`src/common/alarm_mute_consts.svh`:
```
/*
  Register offsets, field positions, reset values and widths for the
  alarm mask and DAC mute block.
  Assumes it is included by bare name, once per compilation unit.
*/
`ifndef ALARM_MUTE_CONSTS_SVH
`define ALARM_MUTE_CONSTS_SVH

// ----------------------------------------------------------------------
// register access port
// ----------------------------------------------------------------------
`define AM_ADDR_W 12
`define AM_DATA_W 8

// ----------------------------------------------------------------------
// register offsets
// ----------------------------------------------------------------------
`define AM_OFS_SYS_ALARM 12'h430
`define AM_OFS_ALARM_MASK 12'h431
`define AM_OFS_MUTE_MASK 12'h432
`define AM_OFS_DAC_MUTE_RECOVERY 12'h433

// ----------------------------------------------------------------------
// field positions, shared by alarm, alarm mask, mute mask and recovery
// ----------------------------------------------------------------------
`define AM_BIT_LINK_LOSS 7
`define AM_BIT_LOSS_TIMEOUT 6
`define AM_BIT_CHECKSUM 5
`define AM_BIT_SYS_RESET 1
`define AM_BIT_SYNC_REF 0

// ----------------------------------------------------------------------
// reset values
// ----------------------------------------------------------------------
`define AM_RST_ALARM_MASK 8'h00
`define AM_RST_MUTE_MASK 8'h21
`define AM_RST_DAC_MUTE_RECOVERY 8'hA0
`define AM_RST_DATA 8'h00

// ----------------------------------------------------------------------
// link-loss timer and lane count
// ----------------------------------------------------------------------
`define AM_TIMER_W 16
`define AM_TIMER_ZERO 16'h0000
`define AM_TIMER_ONE 16'h0001
`define AM_LANES 2

`endif

```
`src/common/alarm_mute_pkg.sv`:
```
/*
  Types for the alarm mask and DAC mute block: fault carrier and the
  state records of both modules.
  Assumes alarm_mute_consts.svh is on the include path.
*/
`include "alarm_mute_consts.svh"

package alarm_mute_pkg;

  // raw fault indications from the link and clocking logic
  typedef struct packed {
    logic link_up;
    logic serial_link_enable;
    logic mode_64b66b;
    logic [`AM_LANES-1:0] lane_enable;
    logic [`AM_LANES-1:0] checksum_fault;
    logic sync_ref_misalign_div;
    logic sync_ref_misalign_link;
  } fault_in_t;

  // sticky alarm set, one bit per source
  typedef struct packed {
    logic link_loss_alarm;
    logic loss_timeout_alarm;
    logic checksum_alarm;
    logic sys_reset_alarm;
    logic sync_ref_alarm;
  } alarm_set_t;

  typedef enum logic [1:0] {
    TMR_IDLE = 2'b00,
    TMR_COUNT = 2'b01,
    TMR_EXPIRED = 2'b10
  } timer_state_t;

  typedef struct packed {
    timer_state_t st;
    logic [`AM_TIMER_W-1:0] cnt;
    logic expired;
  } timer_reg_t;

  typedef struct packed {
    alarm_set_t alarm;
    logic [`AM_DATA_W-1:0] alarm_mask;
    logic [`AM_DATA_W-1:0] mute_mask;
    logic [`AM_DATA_W-1:0] dac_mute_recovery;
    logic link_up_prev;
    logic alarm_out;
    logic dac_mute;
    logic [`AM_DATA_W-1:0] rdata;
  } ctrl_reg_t;

endpackage

```
`src/core/link_loss_timer.sv`:
```
/*
  Link-loss timer: counts cycles while the serial link is enabled and
  down, and pulses once when the programmed limit is exceeded.
  Assumes the limit is stable while the link is down.
*/
`timescale 1ns/1ps
`include "alarm_mute_consts.svh"

module link_loss_timer
  import alarm_mute_pkg::*;
(
  input wire logic clock_i, // 100 MHz device clock
  input wire logic rst_n_i, // async reset, active low
  input wire logic link_down_i, // link down while enabled
  input wire logic [`AM_TIMER_W-1:0] limit_i, // allowed down cycles
  output logic expired_o // one-cycle pulse on expiry
);

  timer_reg_t r_r;
  timer_reg_t r_nxt;

  // ----------------------------------------------------------------------
  // next state
  // ----------------------------------------------------------------------
  always_comb begin
    r_nxt = r_r;
    r_nxt.expired = 1'b0;
    case (r_r.st)
      TMR_IDLE: begin
        r_nxt.cnt = `AM_TIMER_ZERO;
        if (link_down_i) begin
          r_nxt.st = TMR_COUNT;
          r_nxt.cnt = `AM_TIMER_ONE;
        end
      end
      TMR_COUNT: begin
        if (!link_down_i) begin
          r_nxt.st = TMR_IDLE;
        end else if (r_r.cnt > limit_i) begin
          // strictly longer than allowed
          r_nxt.st = TMR_EXPIRED;
          r_nxt.expired = 1'b1;
        end else if (r_r.cnt != {`AM_TIMER_W{1'b1}}) begin
          r_nxt.cnt = r_r.cnt + `AM_TIMER_ONE;
        end
      end
      TMR_EXPIRED: begin
        // one alarm per outage; rearm only when the link returns
        if (!link_down_i) begin
          r_nxt.st = TMR_IDLE;
        end
      end
      default: begin
        r_nxt.st = TMR_IDLE;
      end
    endcase
  end

  always_ff @(posedge clock_i or negedge rst_n_i) begin
    if (!rst_n_i) begin
      r_r <= '{st: TMR_IDLE, cnt: `AM_TIMER_ZERO, expired: 1'b0};
    end else begin
      r_r <= r_nxt;
    end
  end

  assign expired_o = r_r.expired;

endmodule

```
`src/core/alarm_mute_ctrl.sv`:
```
/*
  Alarm mask and DAC mute control: sticky system alarms, their masks
  onto the alarm output, and the DAC mute with its recovery modes.
  Assumes register writes and reads arrive as one-cycle strobes on the
  device clock, and fault inputs are synchronous to that clock.
*/
// Function
// - link-loss alarm mask bit 7 keeps that alarm off the alarm output.
// - loss-timeout mask bit 6, reset 0, keeps timer alarm off output.
// - checksum mask bit 5, reset 0, keeps checksum alarm off output.
// - sync-ref mask bit 0, reset 0, keeps sync-ref alarm off output.
// - checksum mute mask bit 5 clear lets checksum alarm mute DACs.
// - sync-ref mute mask bit 0 clear lets sync-ref alarm mute DACs.
// - link-loss recovery 0 mutes until alarm cleared; 1 until link up.
// - checksum recovery 0 mutes until alarm cleared; 1 until fault ends.
// - link-up falling while enabled sets link-loss alarm; write 1 clears.
// - link down longer than timer limit sets loss-timeout alarm.
// - checksum fault on enabled lane in 64b/66b sets checksum alarm.
// - misaligned sync-ref edge from dividers, or from link while enabled, sets its alarm.
`timescale 1ns/1ps
`include "alarm_mute_consts.svh"

module alarm_mute_ctrl
  import alarm_mute_pkg::*;
(
  input wire logic clock_i, // 100 MHz device clock
  input wire logic rst_n_i, // async reset, active low
  input wire logic [`AM_ADDR_W-1:0] reg_addr_i, // register offset
  input wire logic [`AM_DATA_W-1:0] reg_wdata_i, // write data
  input wire logic reg_wr_i, // write strobe, one cycle
  input wire logic reg_rd_i, // read strobe, one cycle
  input wire fault_in_t fault_i, // raw fault indications
  input wire logic [`AM_TIMER_W-1:0] link_loss_timer_i, // down limit
  output logic [`AM_DATA_W-1:0] reg_rdata_o, // read data, next cycle
  output logic alarm_o, // masked alarm output, high active
  output logic dac_mute_o // DAC mute, high active
);

  ctrl_reg_t r_r;
  ctrl_reg_t r_nxt;
  alarm_set_t set_ev;
  alarm_set_t clr_ev;
  logic timeout_pulse;
  logic link_down;
  logic checksum_fault_now;
  logic wr_alarm;
  logic link_loss_mute;
  logic checksum_mute;
  logic sync_ref_mute;
  logic [`AM_DATA_W-1:0] alarm_view;

  // ----------------------------------------------------------------------
  // fault detection
  // ----------------------------------------------------------------------
  assign link_down = fault_i.serial_link_enable & ~fault_i.link_up;

  // faults on lanes that are switched off are ignored
  assign checksum_fault_now = fault_i.mode_64b66b &
    (|(fault_i.checksum_fault & fault_i.lane_enable));

  link_loss_timer u_timer (
    .clock_i(clock_i),
    .rst_n_i(rst_n_i),
    .link_down_i(link_down),
    .limit_i(link_loss_timer_i),
    .expired_o(timeout_pulse)
  );

  always_comb begin
    set_ev = '0;
    set_ev.link_loss_alarm = fault_i.serial_link_enable &
      r_r.link_up_prev & ~fault_i.link_up;
    set_ev.loss_timeout_alarm = timeout_pulse;
    set_ev.checksum_alarm = checksum_fault_now;
    // the link side only counts while the link is enabled
    set_ev.sync_ref_alarm = fault_i.sync_ref_misalign_div |
      (fault_i.sync_ref_misalign_link &
       fault_i.serial_link_enable);
  end

  // ----------------------------------------------------------------------
  // write-one-to-clear decode
  // ----------------------------------------------------------------------
  assign wr_alarm = reg_wr_i && (reg_addr_i == `AM_OFS_SYS_ALARM);

  always_comb begin
    clr_ev = '0;
    if (wr_alarm) begin
      clr_ev.link_loss_alarm = reg_wdata_i[`AM_BIT_LINK_LOSS];
      clr_ev.loss_timeout_alarm = reg_wdata_i[`AM_BIT_LOSS_TIMEOUT];
      clr_ev.checksum_alarm = reg_wdata_i[`AM_BIT_CHECKSUM];
      clr_ev.sys_reset_alarm = reg_wdata_i[`AM_BIT_SYS_RESET];
      clr_ev.sync_ref_alarm = reg_wdata_i[`AM_BIT_SYNC_REF];
    end
  end

  // ----------------------------------------------------------------------
  // alarm register view
  // ----------------------------------------------------------------------
  always_comb begin
    alarm_view = `AM_RST_DATA;
    alarm_view[`AM_BIT_LINK_LOSS] = r_r.alarm.link_loss_alarm;
    alarm_view[`AM_BIT_LOSS_TIMEOUT] = r_r.alarm.loss_timeout_alarm;
    alarm_view[`AM_BIT_CHECKSUM] = r_r.alarm.checksum_alarm;
    alarm_view[`AM_BIT_SYS_RESET] = r_r.alarm.sys_reset_alarm;
    alarm_view[`AM_BIT_SYNC_REF] = r_r.alarm.sync_ref_alarm;
  end

  // ----------------------------------------------------------------------
  // mute sources
  // ----------------------------------------------------------------------
  // no mute mask exists for link loss, so it always takes part
  always_comb begin
    if (r_r.dac_mute_recovery[`AM_BIT_LINK_LOSS]) begin
      // auto recovery: muted only while the link is still down
      link_loss_mute = r_r.alarm.link_loss_alarm & link_down;
    end else begin
      link_loss_mute = r_r.alarm.link_loss_alarm;
    end
  end

  always_comb begin
    checksum_mute = 1'b0;
    if (!r_r.mute_mask[`AM_BIT_CHECKSUM]) begin
      if (r_r.dac_mute_recovery[`AM_BIT_CHECKSUM]) begin
        checksum_mute = r_r.alarm.checksum_alarm &
          checksum_fault_now;
      end else begin
        checksum_mute = r_r.alarm.checksum_alarm;
      end
    end
  end

  assign sync_ref_mute = r_r.alarm.sync_ref_alarm &
    ~r_r.mute_mask[`AM_BIT_SYNC_REF];

  // ----------------------------------------------------------------------
  // next state
  // ----------------------------------------------------------------------
  always_comb begin
    r_nxt = r_r;
    r_nxt.link_up_prev = fault_i.link_up;

    // a new event in the clearing cycle keeps its bit set
    r_nxt.alarm = (r_r.alarm & ~clr_ev) | set_ev;

    if (reg_wr_i) begin
      case (reg_addr_i)
        `AM_OFS_ALARM_MASK: begin
          r_nxt.alarm_mask = reg_wdata_i;
        end
        `AM_OFS_MUTE_MASK: begin
          r_nxt.mute_mask = reg_wdata_i;
        end
        `AM_OFS_DAC_MUTE_RECOVERY: begin
          r_nxt.dac_mute_recovery = reg_wdata_i;
        end
        default: begin
        end
      endcase
    end

    // reads return the state before any write in the same cycle
    r_nxt.rdata = r_r.rdata;
    if (reg_rd_i) begin
      case (reg_addr_i)
        `AM_OFS_SYS_ALARM: begin
          r_nxt.rdata = alarm_view;
        end
        `AM_OFS_ALARM_MASK: begin
          r_nxt.rdata = r_r.alarm_mask;
        end
        `AM_OFS_MUTE_MASK: begin
          r_nxt.rdata = r_r.mute_mask;
        end
        `AM_OFS_DAC_MUTE_RECOVERY: begin
          r_nxt.rdata = r_r.dac_mute_recovery;
        end
        default: begin
          r_nxt.rdata = `AM_RST_DATA;
        end
      endcase
    end

    // registered from current alarms, so the outputs lag by one edge
    r_nxt.alarm_out =
      (r_r.alarm.link_loss_alarm &
       ~r_r.alarm_mask[`AM_BIT_LINK_LOSS]) |
      (r_r.alarm.loss_timeout_alarm &
       ~r_r.alarm_mask[`AM_BIT_LOSS_TIMEOUT]) |
      (r_r.alarm.checksum_alarm &
       ~r_r.alarm_mask[`AM_BIT_CHECKSUM]) |
      (r_r.alarm.sync_ref_alarm &
       ~r_r.alarm_mask[`AM_BIT_SYNC_REF]);

    r_nxt.dac_mute = link_loss_mute | checksum_mute | sync_ref_mute;
  end

  // ----------------------------------------------------------------------
  // state register
  // ----------------------------------------------------------------------
  // the reset alarm comes up set so software can see a reset happened
  always_ff @(posedge clock_i or negedge rst_n_i) begin
    if (!rst_n_i) begin
      r_r.alarm <= '{link_loss_alarm: 1'b0, loss_timeout_alarm: 1'b0,
                     checksum_alarm: 1'b0, sys_reset_alarm: 1'b1,
                     sync_ref_alarm: 1'b0};
      r_r.alarm_mask <= `AM_RST_ALARM_MASK;
      r_r.mute_mask <= `AM_RST_MUTE_MASK;
      r_r.dac_mute_recovery <= `AM_RST_DAC_MUTE_RECOVERY;
      r_r.link_up_prev <= 1'b0;
      r_r.alarm_out <= 1'b0;
      r_r.dac_mute <= 1'b0;
      r_r.rdata <= `AM_RST_DATA;
    end else begin
      r_r <= r_nxt;
    end
  end

  // ----------------------------------------------------------------------
  // outputs
  // ----------------------------------------------------------------------
  assign reg_rdata_o = r_r.rdata;
  assign alarm_o = r_r.alarm_out;
  assign dac_mute_o = r_r.dac_mute;

endmodule

```
`config.mk`:
```
export PLATFORM = sky130hd
export DESIGN_NAME = alarm_mute_ctrl
export DESIGN_NICKNAME = d
export VERILOG_FILES = /design/src/common/alarm_mute_pkg.sv /design/src/core/link_loss_timer.sv /design/src/core/alarm_mute_ctrl.sv
export VERILOG_INCLUDE_DIRS = /design/src /design/src/common
export SDC_FILE = /design/constraint.sdc
export NUM_CORES = 1
export LEC_CHECK = 0
export CAP_MARGIN = 25
export CORE_MARGIN = 10
export CORE_UTILIZATION = 50
export DETAILED_ROUTE_END_ITERATION = 8
export DONT_BUFFER_PORTS = 1
export GPL_TIMING_DRIVEN = 0
export SLEW_MARGIN = 20
export SYNTH_ARGS = -nofsm -noshare
export SYNTH_HDL_FRONTEND = slang
export SYNTH_SLANG_ARGS = --single-unit
export TNS_END_PERCENT = 10
```
`constraint.sdc`:
```
create_clock -name clock_i -period 3.3 [get_ports clock_i]
set_input_delay 0.165 -clock clock_i [delete_from_list [all_inputs] [get_ports clock_i]]
set_output_delay 0.165 -clock clock_i [all_outputs]
set_load 0.02 [all_outputs]
```
**Yosys cells after proc, flatten, opt, wreduce, memory -nomap -nowiden**

Index checks and enable logic that the tools add are counted.

- $add $sub $neg: 1
- Magnitude comparators: 1
- Equal/unequal tests: 13
- Mux-type cells: 16
- Bitwise logic cells: 28
- Reductions and logical operators: 9

Operator list:

| cell | number |
|---|---|
| $eq A12 B11 Y1 const B | 4 |
| $mux W16 | 2 |
| $pmux W16 S2 | 1 |
| $pmux W8 S4 | 1 |
| $mux W18 | 1 |
| $mux W17 | 1 |
| $add A16 B1 Y16 const B | 1 |
| $gt A16 B16 Y1 | 1 |
| $ne A16 B16 Y1 const B | 1 |
| $and A1 B1 Y1 | 12 |
| $ne A2 B2 Y1 const B | 4 |
| $mux W2 | 3 |
| $not A1 Y1 | 6 |
| $or A1 B1 Y1 | 6 |
| $pmux W2 S3 | 1 |
| $reduce_and A2 Y1 | 3 |
| $and A5 B5 Y5 | 1 |
| $mux W1 | 5 |
| $mux W5 | 1 |
| $not A5 Y5 | 1 |
| $or A5 B5 Y5 | 1 |
| $reduce_and A4 Y1 | 1 |
| $ne A3 B2 Y1 const B | 1 |
| $reduce_and A3 Y1 | 1 |
| 8 further kinds | 8 |

- Flip-flop bits (word level): 59
- Bits of input ports: 49

**Longest topological paths before layout**

Gate-level depths: netlist of run 1.

- Word-level depth: 8
- Mapped depth: 9
- Gate-level depth less buffers: 8

**Modules after synthesis**

Synthesis of run 1 repeated with hierarchy kept, for this count alone.

- Cells, all modules: 325
- Area total of the unflattened synthesis: 3,514.6 µm²

By module, submodules not included:

| module | instances | cells an instance | area each (µm²) |
|---|---|---|---|
| alarm_mute_ctrl | 1 | 146 | 1,918.1 |
| link_loss_timer | 1 | 179 | 1,596.5 |

**Least setup slack after synthesis of run 1**

OpenSTA, ideal clock, no wires.

- Path type: register -> register
- Start point: register u_timer.r_r[15] in the netlist's numbering
- End point: register u_timer.r_r[10] in the netlist's numbering
- Setup time: 124 ps
- Arrival: 2,346 ps
- Data required time: 3,176 ps
- Slack: 830 ps
- Stages on the path, launching flop included: 9
- Period minus slack after synthesis: 2,470 ps
- Cell sequence: dfrtp_1 > ha_1 > nand4_1 > nor3_1 > a2111o_1 > o31ai_2 > clkbuf_1 > o211ai_1 > o2bb2ai_1

- Longest elaborated chain between the ends: 3
- Elaborated cells between the ends (all ways): 5

RTL lines:

| what | line | RTL |
|---|---|---|
| from (decl) | link_loss_timer.sv:19 | `timer_reg_t r_r;` |
| from (signal assigned) | link_loss_timer.sv:61 | `` r_r <= '{st: TMR_IDLE, cnt: `AM_TIMER_ZERO, expired: 1'b0}; `` |
| from (signal assigned) | link_loss_timer.sv:63 | `r_r <= r_nxt;` |
| $gt A16 B16 Y1 or $ne A16 B16 Y1 (tied branches) | link_loss_timer.sv:39, link_loss_timer.sv:43 |  |
| $ne A2 B2 Y1 (no line) or $ne A2 B1 Y1 (tied branches) | - |  |
| $reduce_and A4 Y1 (no line) * | - |  |

Mark *: on every way between the ends. The rest lies on a longest branch, timed or not.
A chain may end at the register's enable or synchronous reset.

**Worst setup path in the final report of run 1**

- Start point: register u_timer.r_r[15] in the netlist's numbering
- End point: register u_timer.r_r[8] in the netlist's numbering

Same word-level chain as after synthesis.

==> flow_summary.json, run 1 <==
{
  "status": "finished clean",
  "hold_path_end": "alarm_view[7]",
  "power.total_mw": 1.637,
  "worstPathMaxFanout": 10,
  "setup_tns_ns": 0,
  "max_slew_margin_pct": 54.78,
  "row_count": 30,
  "path_class": "reg -> reg",
  "coreArea_sq_um": 6719,
  "leakagePower_nw": 1.768,
  "cp-end-kind": "register",
  "grt_pass1_wl_microns": 13300,
  "drt_iter0_markers": 214,
  "critPathTopFamily": "compound AO/OA/AOI/OAI gates",
  "crit_buf_inv": 1,
  "yosysWarnings": 0,
  "ant_nets": 0,
  "tightest_slew_ns": 0.6732,
  "drt_wl_total_microns": 8116,
  "ys_ff_latch": 59,
  "path_clk_slew_ns": 0.07,
  "power_frac_seq_pct": 44.7,
  "place_hpwl_microns": 5912,
  "drt_first_pass_iters": 4,
  "final_cell_area_sq_um": 3944,
  "regToRegSetupSlack_ns": 0.26,
  "syn_inst": 332,
  "p_sw_mw": 0.3571,
  "fin_skew_ns": 0.006503,
  "rsz0062_at_grt": "false",
  "critPathLaunchType": "register",
  "maxCapViolations": 0,
  "synth.distinct_cells": 51,
  "antenna_found_initial": 0,
  "track_usage_pct": 16.27,
  "place_area_sq_um": 3523,
  "p_int_mw": 1.279,
  "nNetsFinal": 424,
  "yosys-top-cells-area": "dfrtp_1, mux2_2, ha_1, dfstp_2, inv_1",
  "grt-ovfl-total": 0,
  "final_common_cell": "dfrtp_1",
  "grt_max_degree": 60,
  "htreeDepth": 3,
  "syn_avg_cell_area_sq_um": 10.31,
  "min_period_ns": 3.040,
  "clockRootBuffer": "clkbuf_8",
  "mostFrequentLayoutCells": "dfrtp_1, inv_1, nand2_1",
  "utilization_pct": 58.70,
  "seqCellArea_sq_um": 1483,
  "synthesis.area_sq_um": 3423,
  "slowest_delay_ns": 0.57,
  "grt_pass1_vias": 2556,
  "fillerInstances": 590,
  "hold_violations": 0,
  "yosysSeqAreaShare_pct": 43.31,
  "cts_sinks": 59,
  "rr_startpoint": "u_timer.r_r[15]",
  "worstPathArrival_ns": 3.27,
  "synth_area_leader_cell": "dfrtp_1",
  "min_period_over_period_pct": 92.12,
  "vias": 2678,
  "max_freq_mhz": 328.9,
  "ys.flop_type": "dfrtp_1",
  "dieArea_sq_um": 10560,
  "hp-start": "reg_wdata_i[7]",
  "portBuffers": 0,
  "power.density_nw_per_um2": 415.0,
  "ff2ff_path_depth": 8,
  "cpMaxStageDelayCell": "o31ai_2",
  "start_util_pct": 50.95,
  "synth-async-reset-ratio_pct": 100.0,
  "die_h_microns": 102.7,
  "vdd_drop_max_v": 0.0002070,
  "wl_per_cell_microns": 18.32,
  "combPwrFrac_pct": 6.5,
  "cts_tree": "yes",
  "slew_violations": 0,
  "syn-num-nets": 398,
  "p_sw_share_pct": 21.82,
  "crit_required_ns": 3.53,
  "setup_violations": 0,
  "worstPathCellList": "ha_1 > nand4_1 > nor3_1 > a2111o_1 > o31ai_2 > clkbuf_1 > o211ai_1 > o2bb2ai_1",
  "fp.dieW_microns": 102.7,
  "reg2reg_to": "u_timer.r_r[8]",
  "synthToLayoutAreaGrowth_pct": 15.20,
  "drive_gt1_share_pct": 20.39,
  "multi_input_area_sq_um": 1740,
  "n_antenna_cell": 0,
  "power.share.clock_pct": 48.8,
  "vias_per_cell": 6.045,
  "gp_congestion": 0.8772,
  "numCtsBuffers": 9,
  "synth_top_cell_area_share_pct": 39.47,
  "drc_errors": 0,
  "hold_class": "in -> reg",
  "startpoint": "u_timer.r_r[15]",
  "synth_edf_count": 0,
  "cts.path.max_buffers": 2,
  "pin_count": 59,
  "min_path_cells": 2,
  "clock_latency_ns": 0.34
}
layer usage:
| layer | GRT usage [%] | share of wire, % |
|---|---|---|
| met1 | 23.52 | 48 |
| met2 | 22.37 | 43 |
| met3 | 5.630 | 7.7 |
| met4 | 4.385 | 1.0 |
| met5 | 0 | 0 |
worst reg2reg max path: stages (launching register included):
cell and delay (ns):
dfrtp_1 0.47, ha_1 0.33, nand4_1 0.19, nor3_1 0.09, a2111o_1 0.48, o31ai_2 0.57
clkbuf_1 0.47, o211ai_1 0.17, o2bb2ai_1 0.15
cells in the mapped netlist, drive strengths merged, types with 6 or more instances:
library cell and count:
mux2 24, nor4 6, ha 17, buf 11, nand2 32, nand3 18
o21ai 15, dfrtp 54, inv 31, a21oi 9, o211ai 12, nor3 7
nand2b 6, nor2 8, nand4 9, o2bb2ai 7, a22o 9
flip-flops by register name, indices dropped and copies added, names as in the netlist:
signal	count
u_timer.expired_o	1
reg_rdata_o	8
u_timer.r_r	18
alarm_view	5
dac_mute_o	1
r_r	25
alarm_o	1
logic make-up (layout without fill, tap and decap cells):
group,count (synthesis),in the layout,share of synthesized area (%)
adders and majority gates,17,17,6.213
DFF,59,59,43.31
buffers and inverters,47,78,6.031
muxes,29,29,11.18
and+or+nand+nor,104,104,17.18
AOI/OAI and AO/OA,76,76,16.08
how the worst max path moves through the flow:
| stage | endpoint | slack (ns) | depth (start not counted) |
|---|---|---|---|
| 6_report | u_timer.r_r[8] | 0.26 | 8 |
| 3_3_place_gp | u_timer.r_r[3] | 0.20 | 8 |
| 3_5_place_dp | u_timer.r_r[8] | 0.26 | 8 |
| 4_1_cts | u_timer.r_r[8] | 0.23 | 8 |
| 5_1_grt | u_timer.r_r[3] | 0.06 | 8 |
| 2_1_floorplan | u_timer.r_r[10] | 0.83 | 8 |
power by group through the flow:
stage	Combinational, mW	Sequential (mW)	Clock [mW]
2_1_floorplan	0.0577	0.743	0
5_1_grt	0.122	0.731	0.849
4_1_cts	0.108	0.731	0.813
6_report	0.107	0.731	0.799
3_3_place_gp	0.0703	0.744	0
3_5_place_dp	0.0718	0.744	0
metrics by stage:
step | setup slack, ns | hold WS (ns) | std cells
floorplan | 0.8302 | -0.1306 | 332
global placement | 0.2036 | -0.1270 | 412
detailed placement | 0.2596 | -0.1268 | 412
CTS | 0.2309 | 0.01276 | 443
global route | 0.05572 | 0.01772 | 443
finish | 0.2600 | 0.01737 | 443
final cells by class:
cell class | count | area share [%]
clock inverters | 3 | 1.713
clock buffers | 13 | 4.537
multi-input cells | 226 | 44.13
repair buffers | 15 | 4.251
inverters | 31 | 2.951
plain buffers | 16 | 2.284
flip-flops and latches | 59 | 37.60
well taps | 80 | 2.538
timing repair:
action / 4_1_cts / 5_1_grt
hold buffers: 15 / 0
endpoints found under the setup margin: 0 / 3
gates resized for setup: 0 / 1
buffers inserted: 0 / 0
endpoints found under the hold margin: 94 / 0
Note: power is estimated with default switching activity, not from simulation.
==> inputs of run 2 (changes only) <==
CELL_PAD_IN_SITES_DETAIL_PLACEMENT = 1   (was default)
CELL_PAD_IN_SITES_GLOBAL_PLACEMENT = 2   (was default)
CORE_UTILIZATION = 40   (was 50)
PLACE_DENSITY_LB_ADDON = 0.1   (was default)
==> run 2 against run 1 <==
Flip-flop and latch count is the same. Register-to-register slack better by 0.02 ns. Clock power is 6.3% lower. Die area increased by 20%. Fmax grew 0.55%. Critical path depth is the same. Core utilization shrank 11 points. Sequential share of layout area is 0.17 points lower. Cell count is 5.9% higher. Total power down 3.0%. Worst setup slack improved by 0.016 ns. Count of clock-buffer cells in the layout fell by 2. Largest power group unchanged.
==> flow_summary.json, run 2 (synthesis gave the netlist of run 1 again) <==
{
  "ant_nets": 0,
  "fp.dieW_microns": 112.5,
  "max_flop_register": "r_r",
  "dieArea_sq_um": 12660,
  "startpoint": "u_timer.r_r[15]",
  "seqCellArea_sq_um": 1483,
  "grt_pass1_vias": 2900,
  "post-cts-setup-buffers": 0,
  "hold_violations": 0,
  "vdd_drop_max_v": 0.0002107,
  "min_period_ns": 3.024,
  "track_usage_pct": 14.64,
  "n_antenna_cell": 0,
  "cts_sinks": 59,
  "clock_latency_ns": 0.35,
  "drt_wl_total_microns": 9297,
  "rr_startpoint": "u_timer.r_r[15]",
  "final_common_cell": "dfrtp_1",
  "gp_congestion": 0.8239,
  "hold_class": "in -> reg",
  "largest_reg_flops": 25,
  "antenna_found_initial": 0,
  "path_clk_slew_ns": 0.07,
  "start_util_pct": 41.45,
  "grt_max_degree": 60,
  "ff2ff_path_depth": 8,
  "clockRootBuffer": "clkbuf_8",
  "min_path_cells": 2,
  "htreeDepth": 3,
  "drt_iter0_markers": 95,
  "cp-end-kind": "register",
  "worstPathArrival_ns": 3.29,
  "mostFrequentLayoutCells": "dfrtp_1, inv_1, nand2_1",
  "rsz0062_at_grt": "false",
  "max_freq_mhz": 330.7,
  "die_h_microns": 112.5,
  "cts.path.max_buffers": 2,
  "max_slew_margin_pct": 48.06,
  "regToRegSetupSlack_ns": 0.28,
  "nNetsFinal": 425,
  "grtUsageMet3_pct": 4.207,
  "coreArea_sq_um": 8258,
  "wl_per_cell_microns": 19.82,
  "vias": 2685,
  "drt_first_pass_iters": 4,
  "leakagePower_nw": 1.762,
  "min_period_over_period_pct": 91.62,
  "grt_pass1_wl_microns": 15100,
  "pin_count": 59,
  "slew_violations": 0,
  "tightest_slew_ns": 0.7719,
  "worstPathMaxFanout": 10,
  "use_met2_pct": 25.65,
  "grt_util_met1_pct": 16.62,
  "synthToLayoutAreaGrowth_pct": 15.72,
  "grt-ovfl-total": 0,
  "setup_violations": 0,
  "hp-start": "reg_wdata_i[6]",
  "final_cell_area_sq_um": 3961,
  "multi_input_area_sq_um": 1743,
  "place_area_sq_um": 3555,
  "fin_skew_ns": 0.01403,
  "status": "finished clean",
  "path_class": "reg -> reg",
  "utilization_pct": 47.97,
  "critPathLaunchType": "register",
  "row_count": 33,
  "portBuffers": 0,
  "power.total_mw": 1.588,
  "fillerInstances": 935,
  "drc_errors": 0,
  "crit_required_ns": 3.56,
  "place_hpwl_microns": 6609,
  "maxCapViolations": 0,
  "cts_tree": "yes",
  "numCtsBuffers": 9,
  "setup_tns_ns": 0,
  "grt_busiest_layer": "met2",
  "power.density_nw_per_um2": 400.9,
  "drive_gt1_share_pct": 20.05,
  "vias_per_cell": 5.725
}
[run 2: worst max-delay path: stages (launching register included)]
cell and delay (ns):
dfrtp_1 0.47, ha_1 0.34, nand4_1 0.17, nor4_1 0.68, a21boi_0 0.47, o31ai_4 0.20, clkbuf_2 0.26, o211ai_1 0.23
o2bb2ai_1 0.13
[run 2: power by group]
part	internal (mW)	switching, mW	leakage (nW)
clock network	0.444	0.306	0.109
registers	0.727	0.00370	0.765
logic	0.0440	0.0639	0.888
total	1.21	0.373	1.76
[run 2: layout make-up]
cell class | count | area share [%]
plain buffers | 16 | 2.306
clock buffers | 11 | 3.569
clock inverters | 5 | 1.958
inverters | 31 | 2.937
multi-input cells | 226 | 44.00
flip-flops and latches | 59 | 37.43
well taps | 105 | 3.316
repair buffers | 16 | 4.485
[run 2: final timing paths]
path / endpoint
max: u_timer.r_r[7]
min: alarm_view[6]
max reg2reg: u_timer.r_r[7]
min reg2reg: alarm_view[6]
max in group asynchronous: alarm_view[1]
min in group asynchronous: r_r[33]
[run 2: per-stage QoR]
step	instances	setup slack, ns	hold slack (ns)
after global placement	437	0.09530	-0.1282
after global routing	469	0.1162	0.02470
final	469	0.2765	0.01373
after detailed placement	437	0.1005	-0.1280
after CTS	469	0.08596	0.001148
after floorplan	332	0.8302	-0.1306
[run 2: per-layer routing]
| metal | part of all wire, % | routed length, microns |
|---|---|---|
| met1 | 43 | 3966 |
| met2 | 52 | 4801 |
| met3 | 4.0 | 371 |
| met4 | 1.7 | 157 |
| met5 | 0 | 0 |
[run 2: repair_timing]
action,4_1_cts,5_1_grt
gates resized for setup,0,3
hold buffers,16,0
endpoints found under the setup margin,0,7
endpoints found under the hold margin,94,0
==> inputs of run 3 (changes only) <==
CORE_UTILIZATION = 35   (was 40)
==> run 3 against run 2 <==
Global-route usage decreased by 1.1 points. Count of clock-buffer cells in the layout decreased by 1. Hold slack improved by 0.070 ns. Non-clock buffer count unchanged. Critical path depth unchanged. Flip-flop and latch count unchanged. Die area increased by 12%. Combinational power about the same. First-iteration DRC count increased by 14%. Highest routed layer unchanged.
==> flow_summary.json, run 3 (synthesis gave the netlist of run 1 again) <==
{
  "hold_class": "in -> reg",
  "vdd_drop_max_v": 0.0001531,
  "clock_latency_ns": 0.33,
  "start_util_pct": 35.51,
  "largest_reg_flops": 25,
  "ff2ff_path_depth": 8,
  "die_h_microns": 118.9,
  "utilization_pct": 41.82,
  "drive_gt1_share_pct": 20.33,
  "cts.path.max_buffers": 2,
  "hold_violations": 0,
  "dieArea_sq_um": 14140,
  "worstPathCellList": "ha_1 > nand4_1 > nor4_2 > a21boi_0 > o31ai_4 > clkbuf_1 > o211ai_1 > o2bb2ai_1",
  "crit_buf_inv": 1,
  "vias_per_cell": 5.338,
  "rsz0062_at_grt": "false",
  "fillerInstances": 1114,
  "synthToLayoutAreaGrowth_pct": 17.76,
  "critPathLaunchType": "register",
  "leakagePower_nw": 1.773,
  "track_usage_pct": 13.58,
  "drt_wl_total_microns": 9241,
  "pin_count": 59,
  "slew_violations": 0,
  "min_period_ns": 3.032,
  "cpMaxStageDelayCell": "nor4_2",
  "place_ws_ns": 0.02497,
  "fin_ws_ns": 0.2681,
  "antenna_found_initial": 0,
  "cp-end-kind": "register",
  "crit_required_ns": 3.55,
  "setup_tns_ns": 0,
  "max_slew_margin_pct": 48.87,
  "final_common_cell": "dfrtp_1",
  "row_count": 36,
  "place_hpwl_microns": 6873,
  "cts_sinks": 59,
  "power.total_mw": 1.676,
  "vias": 2653,
  "grt_pass1_vias": 2996,
  "n_antenna_cell": 0,
  "numCtsBuffers": 9,
  "fp.dieW_microns": 118.9,
  "slowest_delay_ns": 0.53,
  "drc_errors": 0,
  "wl_per_cell_microns": 18.59,
  "status": "finished clean",
  "grt_pass1_wl_microns": 15640,
  "drt_first_pass_iters": 4,
  "portBuffers": 0,
  "path_class": "reg -> reg",
  "worstPathArrival_ns": 3.28,
  "grt-ovfl-total": 0,
  "critPathTopFamily": "compound AO/OA/AOI/OAI gates",
  "mostFrequentLayoutCells": "dfrtp_1, inv_1, nand2_1",
  "worstSetupPathDepth": 8,
  "grt_max_degree": 60,
  "drt_iter0_markers": 108,
  "path_clk_slew_ns": 0.07,
  "maxCapViolations": 0,
  "power.density_nw_per_um2": 415.8,
  "ant_nets": 0,
  "htreeDepth": 3,
  "max_flop_register": "r_r",
  "cts_tree": "yes",
  "max_freq_mhz": 329.8,
  "fin_skew_ns": 0.01779,
  "clockRootBuffer": "clkbuf_8",
  "min_path_cells": 3,
  "worstPathMaxFanout": 10,
  "coreArea_sq_um": 9639,
  "nNetsFinal": 425,
  "tightest_slew_ns": 0.7599,
  "setup_violations": 0,
  "holdWs_ns": 0.08342,
  "gp_congestion": 0.7495,
  "min_period_over_period_pct": 91.88
}
[run 3: cell count changes in the layout (fill, tap and decap cells not counted)]
cell / before / now
bufinv_16: 2 / 3
clkinv_2: 2 / 1
nor4_1: 5 / 4
clkbuf_2: 1 / 0
nor4_2: 0 / 1
inv_6: 0 / 1
[run 3: report_power, final]
group | switching [mW] | total [mW] | internal [mW]
clock network | 0.313 | 0.837 | 0.524
registers | 0.00332 | 0.730 | 0.727
logic | 0.0643 | 0.108 | 0.0442
[run 3: tightest hold or removal path, stage by stage]
cell and delay [ns]:
nor4_4 0.06, nand3_1 0.08, o21ai_0 0.07
[run 3: worst paths after layout]
path | from | end | slack, ns
setup / recovery | u_timer.r_r[15] | u_timer.r_r[10] | 0.27
hold / removal | reg_addr_i[3] | reg_rdata_o[6] | 0.08
setup reg to reg | u_timer.r_r[15] | u_timer.r_r[10] | 0.27
hold reg to reg | u_timer.expired_o | alarm_view[6] | 0.43
max in group asynchronous | rst_n_i | r_r[18] | 2.63
min in group asynchronous | rst_n_i | alarm_view[5] | 0.34
[run 3: metrics by stage]
step                      instance area (sq um)  cells
after CTS                                  4023    497
after global routing                       4031    497
after floorplan                            3423    332
after global placement                     3590    465
final                                      4031    497
after detailed placement                   3590    465
[run 3: what timing repair did]
item,4_1_cts,5_1_grt
gates cloned,0,0
resized for setup,1,1
setup buffers,0,0
hold buffers,16,0
endpoints found under the setup margin,1,8
endpoints found under the hold margin,95,0
[run 3: routing by layer]
metal | part of all wire [%] | global-route usage (%) | up-vias
met5 | 0 | 0 | -
met4 | 2.0 | 5.344 | 0
met3 | 3.4 | 3.070 | 11
met2 | 53 | 24.34 | 48
met1 | 42 | 15.31 | 1320
li1 | - | - | 1274
[run 3: cell type report]
cell class	instances	area (sq um)	area share, %
Timing Repair Buffer	16	177.7	4.407
Inverter	31	116.4	2.886
Clock inverter	6	111.4	2.762
Buffer	16	90.09	2.235
Tap cell	133	166.4	4.128
Clock buffer	10	137.6	3.414
Sequential cell	59	1483	36.78
Multi-Input combinational cell	226	1749	43.39
